===== src/pps_cfg.svh =====
// Constants for the positioning program sequencer
`ifndef PPS_CFG_SVH
`define PPS_CFG_SVH
`define PPS_AW         6
`define PPS_DEPTH      64
`define PPS_W          32
`define PPS_OPC_HI     31
`define PPS_OPC_LO     27
`define PPS_IND_BIT    26
`define PPS_IMM_HI     25
`define PPS_RIDX_HI    2
`define PPS_NREG       8
`define PPS_NRET       4
`define PPS_TRAVEL_MAX 32'sh000F_423F
`define PPS_SPEED_MAX  32'sh0000_2710
`define PPS_TIME_MAX   32'sh0000_4E20
`define PPS_TIMES_MAX  32'sh0000_2710
`define PPS_COUNT_MAX  32'sh7FFF_FFFF
`define PPS_ZERO       32'h0000_0000
`define PPS_ONE        32'h0000_0001
`define PPS_PC0        6'h00
`define PPS_PC1        6'h01
`endif


===== src/pps_pkg.sv =====
// Types shared by the positioning program sequencer
package pps_pkg;
    typedef enum logic [4:0] {
        PPS_OP_STOP     = 5'h00,
        PPS_OP_SPEED    = 5'h01,
        PPS_OP_ACC      = 5'h02,
        PPS_OP_DEC      = 5'h03,
        PPS_OP_ACCDEC   = 5'h04,
        PPS_OP_SCURVE   = 5'h05,
        PPS_OP_MOVABS   = 5'h06,
        PPS_OP_MOVINC   = 5'h07,
        PPS_OP_MOVABSC  = 5'h08,
        PPS_OP_MOVINCC  = 5'h09,
        PPS_OP_DWELL    = 5'h0A,
        PPS_OP_TIMES    = 5'h0B,
        PPS_OP_COUNT    = 5'h0C,
        PPS_OP_LOOP     = 5'h0D,
        PPS_OP_NEXT     = 5'h0E,
        PPS_OP_LATCH    = 5'h0F,
        PPS_OP_HOME     = 5'h10
    } pps_op_e;
    typedef enum logic [2:0] {
        PPS_S_IDLE   = 3'b000,
        PPS_S_FETCH  = 3'b001,
        PPS_S_EXEC   = 3'b010,
        PPS_S_MOTION = 3'b011,
        PPS_S_COUNT  = 3'b100,
        PPS_S_LATCH  = 3'b101,
        PPS_S_HOME   = 3'b110
    } pps_state_e;
    typedef logic [31:0] pps_word_t;
endpackage


===== src/pps_word_regs.sv =====
// General purpose word registers with save stream for the retained group
`timescale 1ns/1ns
`default_nettype none
`include "pps_cfg.svh"
module pps_word_regs
    import pps_pkg::*;
(
    // Clock and reset
    input  wire logic                 clk_i,
    input  wire logic                 rst_n_i,
    input  wire logic                 ce_i,
    // Host write, blocked while a program runs
    input  wire logic                 busy_i,
    input  wire logic                 wr_en_i,
    input  wire logic [2:0]           wr_idx_i,
    input  wire pps_word_t            wr_data_i,
    // Indirect operand read
    input  wire logic [2:0]           rd_idx_i,
    output pps_word_t                 rd_data_o,
    // Save of the retained group
    input  wire logic                 save_i,
    output logic                      nv_wr_o,
    output logic [1:0]                nv_idx_o,
    output pps_word_t                 nv_data_o
);
    pps_word_t  regs_r   [`PPS_NREG];
    pps_word_t  regs_nxt [`PPS_NREG];
    logic       sav_r,   sav_nxt;
    logic [1:0] sidx_r,  sidx_nxt;
    logic       nvw_r,   nvw_nxt;
    logic [1:0] nvi_r,   nvi_nxt;
    pps_word_t  nvd_r,   nvd_nxt;

    assign rd_data_o = regs_r[rd_idx_i];
    assign nv_wr_o   = nvw_r;
    // Index registered with its word so both name the same entry
    assign nv_idx_o  = nvi_r;
    assign nv_data_o = nvd_r;

    // Per-entry next value; host writes ignored while running
    genvar g;
    for (g = 0; g < `PPS_NREG; g++) begin : g_reg
        always_comb begin
            regs_nxt[g] = regs_r[g];
            if (wr_en_i && !busy_i && wr_idx_i == 3'(g)) begin
                regs_nxt[g] = wr_data_i;
            end
        end
        // Cleared at power-up only, so contents die with power
        always_ff @(posedge clk_i or negedge rst_n_i) begin
            if (!rst_n_i) begin
                regs_r[g] <= `PPS_ZERO;
            end else if (ce_i) begin
                regs_r[g] <= regs_nxt[g];
            end
        end
    end

    // Stream the four retained words out one per cycle
    always_comb begin
        sav_nxt  = sav_r;
        sidx_nxt = sidx_r;
        nvw_nxt  = 1'b0;
        nvd_nxt  = nvd_r;
        nvi_nxt  = nvi_r;
        if (sav_r) begin
            nvw_nxt  = 1'b1;
            nvd_nxt  = regs_r[{1'b0, sidx_r}];
            nvi_nxt  = sidx_r;
            sidx_nxt = sidx_r + 2'd1;
            sav_nxt  = (sidx_r != 2'(`PPS_NRET - 1));
        end else if (save_i) begin
            sav_nxt  = 1'b1;
            sidx_nxt = 2'd0;
        end
    end

    always_ff @(posedge clk_i or negedge rst_n_i) begin
        if (!rst_n_i) begin
            sav_r  <= 1'b0;
            sidx_r <= 2'd0;
            nvw_r  <= 1'b0;
            nvd_r  <= `PPS_ZERO;
            nvi_r  <= 2'd0;
        end else if (ce_i) begin
            sav_r  <= sav_nxt;
            sidx_r <= sidx_nxt;
            nvw_r  <= nvw_nxt;
            nvd_r  <= nvd_nxt;
            nvi_r  <= nvi_nxt;
        end
    end
endmodule
`default_nettype wire


===== src/pps_sequencer.sv =====
// Positioning program sequencer: step engine, loops, latch, pulse count
`timescale 1ns/1ns
`default_nettype none
`include "pps_cfg.svh"
// How it works
// - Pulse-count step waits until accumulated count exceeds operand
// - Pulse-count step with zero operand clears the count instead
// - Loop body repeats operand times; zero means endless
// - Repeat step at address zero sets program runs; zero endless
// - Armed latch captures position on latch input rising edge
// - Latch step holds until the latch input has switched on
// - Captured position kept until power is removed
// - Latch disarms on edge, end, mode change, stop, alarm, servo-off
// - Temporary stop alone keeps the latch armed
// - Captured position is readable by the host
// - Motion, dwell and repeat steps may take a word register operand
// - Word registers clear at power-off; first group can be saved
// - Register operand must meet the consuming step's range
// - Home step starts home return and waits for completion
// - Failed home raises warning, continues, and blocks later travel
module pps_sequencer
    import pps_pkg::*;
(
    // Clock, reset, enable
    input  wire logic                 sys_clk_i,
    input  wire logic                 nrst_i,
    input  wire logic                 ce_i,
    // Program load and control
    input  wire logic                 prog_we_i,
    input  wire logic [`PPS_AW-1:0]   prog_addr_i,
    input  wire pps_word_t            prog_data_i,
    input  wire logic                 start_i,
    input  wire logic                 pause_i,
    input  wire logic                 mode_change_i,
    input  wire logic                 forced_stop_i,
    input  wire logic                 alarm_i,
    input  wire logic                 servo_off_i,
    // Word register access
    input  wire logic                 reg_we_i,
    input  wire logic [2:0]           reg_idx_i,
    input  wire pps_word_t            reg_data_i,
    input  wire logic                 reg_save_i,
    output logic                      nv_wr_o,
    output logic [1:0]                nv_idx_o,
    output pps_word_t                 nv_data_o,
    // Field inputs
    input  wire logic                 pulse_gen_i,
    input  wire logic                 latch_trigger_input_i,
    input  wire pps_word_t            position_i,
    // Motion engine handshake
    output logic                      motion_valid_o,
    output pps_op_e                   motion_op_o,
    output pps_word_t                 motion_value_o,
    input  wire logic                 motion_done_i,
    output logic                      home_start_o,
    input  wire logic                 home_done_i,
    input  wire logic                 home_ok_i,
    // Status
    output logic                      busy_o,
    output logic [`PPS_AW-1:0]        step_pc_o,
    output pps_word_t                 pulse_count_o,
    output pps_word_t                 latch_pos_o,
    output logic                      latch_armed_o,
    output logic                      home_incomplete_warning_o,
    output logic                      travel_inhibit_o,
    output logic                      range_err_o
);
    pps_word_t prog_mem [`PPS_DEPTH];
    logic rs1_r, rst_n;
    pps_state_e st_r, st_nxt;
    logic [`PPS_AW-1:0] pc_r, pc_nxt, lp_pc_r, lp_pc_nxt;
    pps_word_t ins_r, ins_nxt, opnd_r, opnd_nxt, cnt_r, cnt_nxt;
    pps_word_t lp_left_r, lp_left_nxt, runs_r, runs_nxt;
    pps_word_t position_latch_step_r, position_latch_step_nxt, mval_r, mval_nxt, rd_data;
    logic lp_inf_r, lp_inf_nxt, run_inf_r, run_inf_nxt;
    logic busy_r, busy_nxt, mv_r, mv_nxt, hs_r, hs_nxt;
    logic warn_r, warn_nxt, inh_r, inh_nxt, rerr_r, rerr_nxt;
    logic arm_r, arm_nxt, hit_r, hit_nxt, lat_d_r, pls_d_r;
    pps_op_e op, mop_r, mop_nxt;
    pps_word_t val;
    logic abort, lat_rise, pls_rise, clr_cnt, arm_go, ok;

    // Two-flop reset release
    always_ff @(posedge sys_clk_i or negedge nrst_i) begin
        if (!nrst_i) begin
            rs1_r <= 1'b0;
            rst_n <= 1'b0;
        end else begin
            rs1_r <= 1'b1;
            rst_n <= rs1_r;
        end
    end

    // Program store, loaded only while idle
    always_ff @(posedge sys_clk_i) begin
        if (ce_i && prog_we_i && !busy_r) begin
            prog_mem[prog_addr_i] <= prog_data_i;
        end
    end

    pps_word_regs u_regs (
        .clk_i     (sys_clk_i),
        .rst_n_i   (rst_n),
        .ce_i      (ce_i),
        .busy_i    (busy_r),
        .wr_en_i   (reg_we_i),
        .wr_idx_i  (reg_idx_i),
        .wr_data_i (reg_data_i),
        .rd_idx_i  (ins_r[`PPS_RIDX_HI:0]),
        .rd_data_o (rd_data),
        .save_i    (reg_save_i),
        .nv_wr_o   (nv_wr_o),
        .nv_idx_o  (nv_idx_o),
        .nv_data_o (nv_data_o)
    );

    // Decode; indirect operand taken from a word register
    always_comb begin
        op  = pps_op_e'(ins_r[`PPS_OPC_HI:`PPS_OPC_LO]);
        val = ins_r[`PPS_IND_BIT] ? rd_data
            : {{6{ins_r[`PPS_IMM_HI]}}, ins_r[`PPS_IMM_HI:0]};
        case (op)
            PPS_OP_MOVABS, PPS_OP_MOVINC, PPS_OP_MOVABSC, PPS_OP_MOVINCC:
                ok = $signed(val) <= `PPS_TRAVEL_MAX
                  && $signed(val) >= -`PPS_TRAVEL_MAX;
            PPS_OP_SPEED:
                ok = $signed(val) >= 0 && $signed(val) <= `PPS_SPEED_MAX;
            PPS_OP_ACC, PPS_OP_DEC, PPS_OP_ACCDEC, PPS_OP_SCURVE,
            PPS_OP_DWELL:
                ok = $signed(val) >= 0 && $signed(val) <= `PPS_TIME_MAX;
            PPS_OP_TIMES, PPS_OP_LOOP:
                ok = $signed(val) >= 0 && $signed(val) <= `PPS_TIMES_MAX;
            PPS_OP_COUNT:
                ok = $signed(val) >= 0 && $signed(val) <= `PPS_COUNT_MAX;
            default:
                ok = 1'b1;
        endcase
        abort    = mode_change_i | forced_stop_i | alarm_i | servo_off_i;
        lat_rise = latch_trigger_input_i & ~lat_d_r;
        pls_rise = pulse_gen_i & ~pls_d_r;
    end

    // Step engine next state
    always_comb begin
        st_nxt = st_r; pc_nxt = pc_r; ins_nxt = ins_r; opnd_nxt = opnd_r;
        lp_pc_nxt = lp_pc_r; lp_left_nxt = lp_left_r; lp_inf_nxt = lp_inf_r;
        runs_nxt = runs_r; run_inf_nxt = run_inf_r; busy_nxt = busy_r;
        mv_nxt = mv_r; mop_nxt = mop_r; mval_nxt = mval_r; hs_nxt = 1'b0;
        warn_nxt = warn_r; inh_nxt = inh_r; rerr_nxt = rerr_r;
        clr_cnt = 1'b0; arm_go = 1'b0;
        if (busy_r && abort) begin
            st_nxt = PPS_S_IDLE; busy_nxt = 1'b0; mv_nxt = 1'b0;
        end else if (!pause_i) begin
            case (st_r)
                PPS_S_IDLE: if (start_i) begin
                    st_nxt = PPS_S_FETCH; pc_nxt = `PPS_PC0;
                    busy_nxt = 1'b1; runs_nxt = `PPS_ONE;
                    run_inf_nxt = 1'b0; lp_inf_nxt = 1'b0;
                    warn_nxt = 1'b0; inh_nxt = 1'b0; rerr_nxt = 1'b0;
                end
                PPS_S_FETCH: begin
                    ins_nxt = prog_mem[pc_r]; st_nxt = PPS_S_EXEC;
                end
                PPS_S_EXEC: begin
                    opnd_nxt = val; st_nxt = PPS_S_FETCH;
                    pc_nxt = pc_r + `PPS_PC1;
                    if (!ok) begin
                        rerr_nxt = 1'b1; st_nxt = PPS_S_IDLE; busy_nxt = 1'b0;
                    end else case (op)
                        PPS_OP_STOP:
                            if (run_inf_r || runs_r > `PPS_ONE) begin
                                runs_nxt = runs_r - `PPS_ONE;
                                pc_nxt = `PPS_PC1;
                            end else begin
                                st_nxt = PPS_S_IDLE; busy_nxt = 1'b0;
                            end
                        PPS_OP_TIMES: if (pc_r == `PPS_PC0) begin
                            runs_nxt = val; run_inf_nxt = (val == `PPS_ZERO);
                        end
                        PPS_OP_COUNT:
                            if (val == `PPS_ZERO) clr_cnt = 1'b1;
                            else begin
                                st_nxt = PPS_S_COUNT; pc_nxt = pc_r;
                            end
                        PPS_OP_LOOP: begin
                            lp_pc_nxt = pc_r + `PPS_PC1; lp_left_nxt = val;
                            lp_inf_nxt = (val == `PPS_ZERO);
                        end
                        PPS_OP_NEXT:
                            if (lp_inf_r || lp_left_r > `PPS_ONE) begin
                                lp_left_nxt = lp_left_r - `PPS_ONE;
                                pc_nxt = lp_pc_r;
                            end
                        PPS_OP_LATCH: begin
                            arm_go = 1'b1; st_nxt = PPS_S_LATCH;
                            pc_nxt = pc_r;
                        end
                        PPS_OP_HOME: begin
                            hs_nxt = 1'b1; st_nxt = PPS_S_HOME; pc_nxt = pc_r;
                        end
                        PPS_OP_MOVABS, PPS_OP_MOVINC, PPS_OP_MOVABSC,
                        PPS_OP_MOVINCC:
                            if (!inh_r) begin
                                mv_nxt = 1'b1; mop_nxt = op; mval_nxt = val;
                                st_nxt = PPS_S_MOTION; pc_nxt = pc_r;
                            end
                        default: begin
                            mv_nxt = 1'b1; mop_nxt = op; mval_nxt = val;
                            st_nxt = PPS_S_MOTION; pc_nxt = pc_r;
                        end
                    endcase
                end
                PPS_S_MOTION: if (motion_done_i) begin
                    mv_nxt = 1'b0; st_nxt = PPS_S_FETCH;
                    pc_nxt = pc_r + `PPS_PC1;
                end
                PPS_S_COUNT: if (cnt_r > opnd_r) begin
                    st_nxt = PPS_S_FETCH; pc_nxt = pc_r + `PPS_PC1;
                end
                PPS_S_LATCH: if (hit_r) begin
                    st_nxt = PPS_S_FETCH; pc_nxt = pc_r + `PPS_PC1;
                end
                PPS_S_HOME: if (home_done_i) begin
                    if (!home_ok_i) begin
                        warn_nxt = 1'b1; inh_nxt = 1'b1;
                    end
                    st_nxt = PPS_S_FETCH; pc_nxt = pc_r + `PPS_PC1;
                end
                default: begin
                    st_nxt = PPS_S_IDLE; busy_nxt = 1'b0;
                end
            endcase
        end
    end

    // Latch and pulse counter next state
    always_comb begin
        arm_nxt = arm_r; hit_nxt = hit_r; position_latch_step_nxt = position_latch_step_r;
        cnt_nxt = clr_cnt ? `PPS_ZERO : cnt_r;
        if (pls_rise) cnt_nxt = cnt_nxt + `PPS_ONE;
        if (arm_go) begin
            arm_nxt = 1'b1; hit_nxt = 1'b0;
        end else if (arm_r && lat_rise) begin
            position_latch_step_nxt = position_i;
            arm_nxt = 1'b0; hit_nxt = 1'b1;
        end
        if (abort || (busy_r && !busy_nxt)) arm_nxt = 1'b0;
    end

    // State registers; pause is not a disarm event
    always_ff @(posedge sys_clk_i or negedge rst_n) begin
        if (!rst_n) begin
            st_r <= PPS_S_IDLE; pc_r <= `PPS_PC0; ins_r <= `PPS_ZERO;
            opnd_r <= `PPS_ZERO; lp_pc_r <= `PPS_PC0;
            lp_left_r <= `PPS_ZERO; lp_inf_r <= 1'b0;
            runs_r <= `PPS_ZERO; run_inf_r <= 1'b0; busy_r <= 1'b0;
            mv_r <= 1'b0; mop_r <= PPS_OP_STOP; mval_r <= `PPS_ZERO;
            hs_r <= 1'b0; warn_r <= 1'b0; inh_r <= 1'b0; rerr_r <= 1'b0;
            arm_r <= 1'b0; hit_r <= 1'b0; position_latch_step_r <= `PPS_ZERO;
            cnt_r <= `PPS_ZERO; lat_d_r <= 1'b0; pls_d_r <= 1'b0;
        end else if (ce_i) begin
            st_r <= st_nxt; pc_r <= pc_nxt; ins_r <= ins_nxt;
            opnd_r <= opnd_nxt; lp_pc_r <= lp_pc_nxt;
            lp_left_r <= lp_left_nxt; lp_inf_r <= lp_inf_nxt;
            runs_r <= runs_nxt; run_inf_r <= run_inf_nxt;
            busy_r <= busy_nxt; mv_r <= mv_nxt; mop_r <= mop_nxt;
            mval_r <= mval_nxt; hs_r <= hs_nxt; warn_r <= warn_nxt;
            inh_r <= inh_nxt; rerr_r <= rerr_nxt; arm_r <= arm_nxt;
            hit_r <= hit_nxt; position_latch_step_r <= position_latch_step_nxt; cnt_r <= cnt_nxt;
            lat_d_r <= latch_trigger_input_i; pls_d_r <= pulse_gen_i;
        end
    end

    // Status straight from flops
    assign motion_valid_o = mv_r;
    assign motion_op_o = mop_r;
    assign motion_value_o = mval_r;
    assign home_start_o = hs_r;
    assign busy_o = busy_r;
    assign step_pc_o = pc_r;
    assign pulse_count_o = cnt_r;
    assign latch_pos_o = position_latch_step_r;
    assign latch_armed_o = arm_r;
    assign home_incomplete_warning_o = warn_r;
    assign travel_inhibit_o = inh_r;
    assign range_err_o = rerr_r;
endmodule
`default_nettype wire


===== config.mk =====
export PLATFORM = sky130hd
export DESIGN_NAME = pps_sequencer
export DESIGN_NICKNAME = d
export VERILOG_FILES = /design/src/pps_pkg.sv /design/src/pps_word_regs.sv /design/src/pps_sequencer.sv
export VERILOG_INCLUDE_DIRS = /design/src
export SDC_FILE = /design/constraint.sdc
export NUM_CORES = 2
export LEC_CHECK = 0
export CAP_MARGIN = 5
export CELL_PAD_IN_SITES_DETAIL_PLACEMENT = 0
export CELL_PAD_IN_SITES_GLOBAL_PLACEMENT = 1
export CORE_ASPECT_RATIO = 2
export CORE_MARGIN = 3
export CORE_UTILIZATION = 40
export DETAILED_ROUTE_END_ITERATION = 8
export DONT_BUFFER_PORTS = 1
export GPL_TIMING_DRIVEN = 0
export PLACE_DENSITY = 0.64
export SYNTH_ARGS = -nofsm -noshare
export SYNTH_HDL_FRONTEND = slang
export SYNTH_SLANG_ARGS = --single-unit

===== constraint.sdc =====
create_clock -name sys_clk_i -period 45.8 [get_ports sys_clk_i]
set_input_delay 2.29 -clock sys_clk_i [delete_from_list [all_inputs] [get_ports sys_clk_i]]
set_output_delay 2.29 -clock sys_clk_i [all_outputs]
set_load 0.005 [all_outputs]

# == Yosys cells after proc, flatten, opt, wreduce, memory -nomap -nowiden ==
# Memories as Yosys holds them, arrays and structs flattened. A register that Yosys moved wholly into a read port is not among the register bits.
# Index checks and enable logic that the tools add are counted.
# classes
add_sub_neg,5
order_cmp,11
n_eq_ne,58
mux,102
bitwise_logic,13
reduce_logical,70
# op_table
op,count
$mux W32,13
$pmux W32 S2,4
$bmux W32 S3,2
$gt A32 B1 Y1 const B,2
$sub A32 B1 Y32 const B,2
$mux W6,10
$mux W1,47
$reduce_and A7 Y1,6
$eq A5 B4 Y1 const B,8
$pmux W6 S6,1
$add A32 B1 Y32 const B,1
$ge A32 B1 Y1 const B,1
$ge A32 B21 Y1 const B,1
$gt A32 B32 Y1,1
$le A32 B15 Y1 const B,1
$le A32 B16 Y1 const B,1
$le A32 B21 Y1 const B,1
$le A32 B32 Y1 const B,1
$logic_not A32 Y1,1
$pmux W6 S5,1
$mux W3,9
$ne A3 B3 Y1 const B,9
$ne A2 B2 Y1 const B,12
$reduce_and A2 Y1,12
other kinds (47),112
# totals
reg_bits,519
mem_bits_rw,2048
in_bits,122
out_inout_bits,149
elab_cells,296
mem_count,1
# mem_list
memory,words,width,rd,rd_clocked_by_memory_dff,wr,line,source
prog_mem,64,32,1,1,1,pps_sequencer.sv:68,pps_word_t prog_mem [`PPS_DEPTH];

# == Longest topological paths before layout ==
# logic_depth
depth_word,17
depth_mapped,27
mapped_depth_nobuf,20

# == Hierarchy ==
# From an unflattened synthesis, not the netlist that was laid out.
# unflattened
hier_cells,5423
area_unflattened_um2,105854.0
# modules_own_cells
module,n_inst,cells_per_inst,area_each_um2,seq_area_each_um2
pps_sequencer,1,4558,92209.7,67930.2
pps_word_regs,1,865,13644.3,7357.1

# == Least setup slack after synthesis ==
# OpenSTA, ideal clock, no wires.
# synth_path
path_kind,input-to-reg
startpoint,input port ce_i
endpoint,"memory prog_mem[48][0] in the netlist's numbering, enable pin"
setup_time_ns,0.503
arrival_ns,6.581
required_ns,45.297
path_slack_ns,38.716
stages,6
n_path_buf,2
path_cell_list,clkbuf_1 nor2b_1 and2_1 clkbuf_1 nand4b_1 nor4_1
# synth_via
elab_chain_len,4
# synth_rtl
element,line,source
from (decl),pps_sequencer.sv:27,"input wire logic ce_i,"
$logic_and A1 B1 Y1 (2 in series),pps_sequencer.sv:96,if (ce_i && prog_we_i && !busy_r) begin
$mux W1,pps_sequencer.sv:96,
$mux W1 (not written as such),pps_sequencer.sv:97,prog_mem[prog_addr_i] <= prog_data_i;
to (decl),pps_sequencer.sv:68,
# No other way between the ends.

# == Worst setup path in the final report ==
# layout_path
startpoint,"register ins_r[1], read port of prog_mem"
endpoint,register cnt_r[28] (netlist: pulse_count_o[28])
# layout_via
elab_chain_len,15
elab_cells_between_ends,26
classes_between,add/sub: 1; order compare: 6; mux: 13; bitwise: 1; reduce/logical: 5
# layout_rtl
element,line,source
from (decl),pps_sequencer.sv:72,"pps_word_t ins_r, ins_nxt, opnd_r, opnd_nxt, cnt_r, cnt_nxt;"
$not A3 Y4 (not written as such),pps_word_regs.sv:34,assign rd_data_o = regs_r[rd_idx_i];
$bmux W32 S3,pps_word_regs.sv:34,
$mux W32 (not written as such) (2 in series),pps_word_regs.sv:34,
$mux W32 (*),pps_sequencer.sv:120,val = ins_r[`PPS_IND_BIT] ? rd_data
$ge A32 B1 Y1 (tied with other cells),n/a,
$logic_and A1 B1 Y1 (no line) or $mux W1 (tied branches),n/a,
$pmux W1 S4 or $mux W1 (tied branches),"pps_sequencer.sv:122, pps_sequencer.sv:169",
$mux W1 (*),pps_sequencer.sv:167,if (!ok) begin
$mux W1 (*),pps_sequencer.sv:154,case (st_r)
$mux W1 (*),pps_sequencer.sv:153,end else if (!pause_i) begin
$mux W1 (*),pps_sequencer.sv:151,if (busy_r && abort) begin
$mux W32 (*),pps_sequencer.sv:239,cnt_nxt = clr_cnt ? `PPS_ZERO : cnt_r;
$add A32 B1 Y32 (no line),n/a,
$mux W32 (*),pps_sequencer.sv:240,if (pls_rise) cnt_nxt = cnt_nxt + `PPS_ONE;
to (signal assigned),pps_sequencer.sv:269,hit_r <= hit_nxt; position_latch_step_r <= position_latch_step_nxt; cnt_r <= cnt_nxt;
to (decl),pps_sequencer.sv:72,
# Mark *: on every way between the ends. The rest lies on a longest branch, timed or not. The select of a mux whose other input is x is not followed.
# A chain may end at the register's enable or synchronous reset.

==> results.sh <==
export IMPL_netlist_area_um2=106000
export IMPL_antenna_left=0
export IMPL_num_fill_cells=22400
export IMPL_drive_above_1_share=0.221
export IMPL_hp_class="reg -> async"
export IMPL_setup_viol=0
export IMPL_overflow=0
export IMPL_start_util=0.403
export IMPL_ys_warn_count=0
export IMPL_synth_distinct_cells=87
export IMPL_fin_crit_sh=0.193
export IMPL_synthToLayoutAreaGrowth_pct=13.8
export IMPL_end_kind="register"
export IMPL_firstDrtPassIters=9
export IMPL_status="finished clean"
export IMPL_worstPathMaxFanout=10
export IMPL_seqCellArea_um2=75300
export IMPL_layout_common_cells="2048 x edfxtp_1, 550 x dfrtp_1, 454 x mux4_2"
export IMPL_ios=271
export IMPL_crit_type="reg -> reg"
export IMPL_avgSynthCellArea_um2=17.7
export IMPL_final_area_um2=121000
export IMPL_clk_latency_ns=0.91
export IMPL_ys_ff_latch=2599
export IMPL_synth_nets=6141
export IMPL_wl_per_cell_um=37.8
export IMPL_cts_buffers=223
export IMPL_final_common_cell="edfxtp_1"
export IMPL_wirelength_mm=378
export IMPL_cap_violations=0
export IMPL_placed_cell_area_um2=113000
export IMPL_antenna_found_initial=15
export IMPL_clkTransAtPathRegs_ns=0.07
export IMPL_yosysSeqAreaShare=0.710
export IMPL_grt_max_degree=69
export IMPL_ctsResizeCount=0
export IMPL_drt_iter0_drc=5611
export IMPL_rsz0062_at_grt="false"
export IMPL_ys_flop_type="edfxtp_1"
export IMPL_fin_skew_ns=0.0585
export IMPL_cts_max_path_buffers=4
export IMPL_final_util=0.459
export IMPL_h_tree_depth=4
export IMPL_r2r_cells=25
export IMPL_cts_setup_buffers=0
export IMPL_vias_per_cell=6.06
export IMPL_final_hold_viol_count=0
export IMPL_powerDensity_nw_per_um2=55.3
export IMPL_tightest_slew_ns=1.45
export IMPL_cp_data_required_time_ns=46.58
export IMPL_drv_slew=0
export IMPL_rrSetupSlack_ns=36.95
export IMPL_grt_pass1_wl_mm=516
export IMPL_cts_tree="yes"
export IMPL_die_w_um=370
export IMPL_cts_sinks=2599
export IMPL_port_buffers=0
export IMPL_core_area_um2=263000
export IMPL_leakage_nw=40.2
export IMPL_syn_inst=5979
export IMPL_grt_pass1_vias=63200
export IMPL_fin_tns_setup_ns=0
export IMPL_die_area_um2=272000
export IMPL_nNetsFinal=6494
export IMPL_gp_congestion=0.919
export IMPL_drc=0
export IMPL_dp_hpwl_mm=274
export IMPL_fmaxAchievable_ghz=0.113
export IMPL_hold_buffers=0
export IMPL_vdd_drop_max_v=0.0000434
export IMPL_arrival_ns=9.63
export IMPL_cp_start_kind="register"
export IMPL_async_flop_share=0.212
export IMPL_cts_root_buf="clkbuf_16"
export IMPL_fp_dieH_um=734
export IMPL_std_cell_rows=266
export IMPL_period_needed_ns=8.85
export IMPL_multi_input_area_um2=29600
export IMPL_vias=60700
export IMPL_maxSlewHeadroom=0.0339
export IMPL_synth_edf_count=2048
export IMPL_track_usage=0.276
worst paths after layout:
check / to / from
max in group asynchronous: pulse_count_o[5] / rst_n
max reg2reg: pulse_count_o[28] / ins_r[1]
min reg2reg: u_regs.regs_r[149] / rst_n
max: pulse_count_o[28] / ins_r[1]
min in group sys_clk_i: rst_n / rs1_r
min: u_regs.regs_r[149] / rst_n
flip-flops by register name (all words and copies together), names as in the netlist, 2 cells and up:
name,cells
ins_r,32
latch_pos_o,32
lp_left_r,32
lp_pc_r,6
motion_op_o,5
motion_value_o,32
opnd_r,32
prog_mem,2048
pulse_count_o,32
runs_r,32
st_r,3
step_pc_o,6
u_regs.nv_data_o,32
u_regs.nv_idx_o,2
u_regs.regs_r,256
u_regs.sidx_r,2
cells by family (layout without fill, tap and decap cells):
logic type / Yosys count / in the layout / share of synthesized area
other cells: 1 / 7 / 0.0000354
flops: 2599 / 2599 / 0.710
mux: 1234 / 1234 / 0.176
buf+inv: 433 / 966 / 0.0165
simple gates: 734 / 734 / 0.0336
compound gates: 934 / 934 / 0.0594
fa+ha+maj: 40 / 40 / 0.00472
xor+xnor: 4 / 4 / 0.000330
worst max-delay path: stages (launching register included):
cell,delay (ns)
dfrtp_1,0.32
buf_2,0.21
buf_4,0.26
buf_2,0.46
buf_1,0.83
mux4_2,0.46
o221ai_1,1.14
nor4b_1,0.40
nand3_1,0.23
or4_1,0.85
nor2_1,0.41
clkbuf_1,0.55
buf_1,0.58
nor2_1,0.10
ha_1,0.23
nand3_1,0.12
nor3_1,0.12
nor3b_1,0.19
and3_1,0.20
and3_1,0.26
nand2_1,0.11
nor2_1,0.10
and2_1,0.21
a31oi_1,0.17
o21ai_0,0.09
o31ai_1,0.10
Yosys cell counts, types with 9 or more instances:
| cell | instances | area (µm²) |
|---|---|---|
| a211oi_1 | 23 | 173 |
| a21o_1 | 24 | 180 |
| a21oi_1 | 181 | 906 |
| a221o_1 | 13 | 130 |
| a221oi_1 | 21 | 184 |
| a22o_1 | 13 | 114 |
| a22oi_1 | 21 | 158 |
| a31oi_1 | 25 | 156 |
| and2_1 | 12 | 75.1 |
| and3_1 | 23 | 144 |
| buf_1 | 85 | 319 |
| buf_2 | 13 | 65.1 |
| clkbuf_1 | 259 | 972 |
| dfrtp_1 | 551 | 13800 |
| edfxtp_1 | 2048 | 61500 |
| ha_1 | 40 | 500 |
| inv_1 | 61 | 229 |
| mux2_2 | 364 | 4100 |
| mux2_4 | 14 | 210 |
| mux2i_1 | 396 | 3960 |
| mux4_2 | 454 | 10200 |
| nand2_1 | 150 | 563 |
| nand2b_1 | 14 | 87.6 |
| nand3_1 | 51 | 255 |
| nand3b_1 | 13 | 97.6 |
| nand4_1 | 24 | 150 |
| nor2_1 | 236 | 886 |
| nor2b_1 | 28 | 175 |
| nor3_1 | 77 | 385 |
| nor3b_1 | 9 | 67.6 |
| nor4_1 | 30 | 188 |
| o21a_1 | 10 | 75.1 |
| o21ai_0 | 210 | 1050 |
| o221ai_1 | 161 | 1410 |
| o22ai_1 | 105 | 657 |
| o31ai_1 | 40 | 300 |
| o32ai_1 | 9 | 78.8 |
| or2_2 | 11 | 68.8 |
| or3_1 | 22 | 138 |
| or4_1 | 9 | 67.6 |
where the power goes:
group,switching [mW],internal [mW]
registers,0.139,2.72
clock network,0.883,1.08
logic,1.16,0.700
total,2.18,4.50
area by class of cell:
class | count | share of cell area
clock buffer | 281 | 0.0494
sequential | 2599 | 0.624
timing repair buffer | 128 | 0.0197
buffer | 369 | 0.0129
antenna | 6 | 0.000124
clock inverter | 124 | 0.0113
inverter | 64 | 0.00199
tap | 3484 | 0.0361
multi-input combinational | 2947 | 0.245
per-stage QoR:
step	worst slack (ns)	cells	total power, mW	hold WS [ns]
floorplan	29.31	5979	3.92	0.331
global placement	22.69	9463	4.68	0.342
detailed placement	37.06	9586	4.75	0.299
CTS	36.98	9991	6.69	0.284
global route	36.69	9997	6.86	0.309
finish	36.95	10000	6.67	0.279
layer usage:
layer | part of all wire | global-route usage | wire length [µm]
met1 | 0.30 | 0.258 | 112000
met2 | 0.53 | 0.502 | 199000
met3 | 0.061 | 0.0496 | 23100
met4 | 0.12 | 0.252 | 43800
met5 | 0.00023 | 0 | 88
Power figures use the tool's default switching activity.
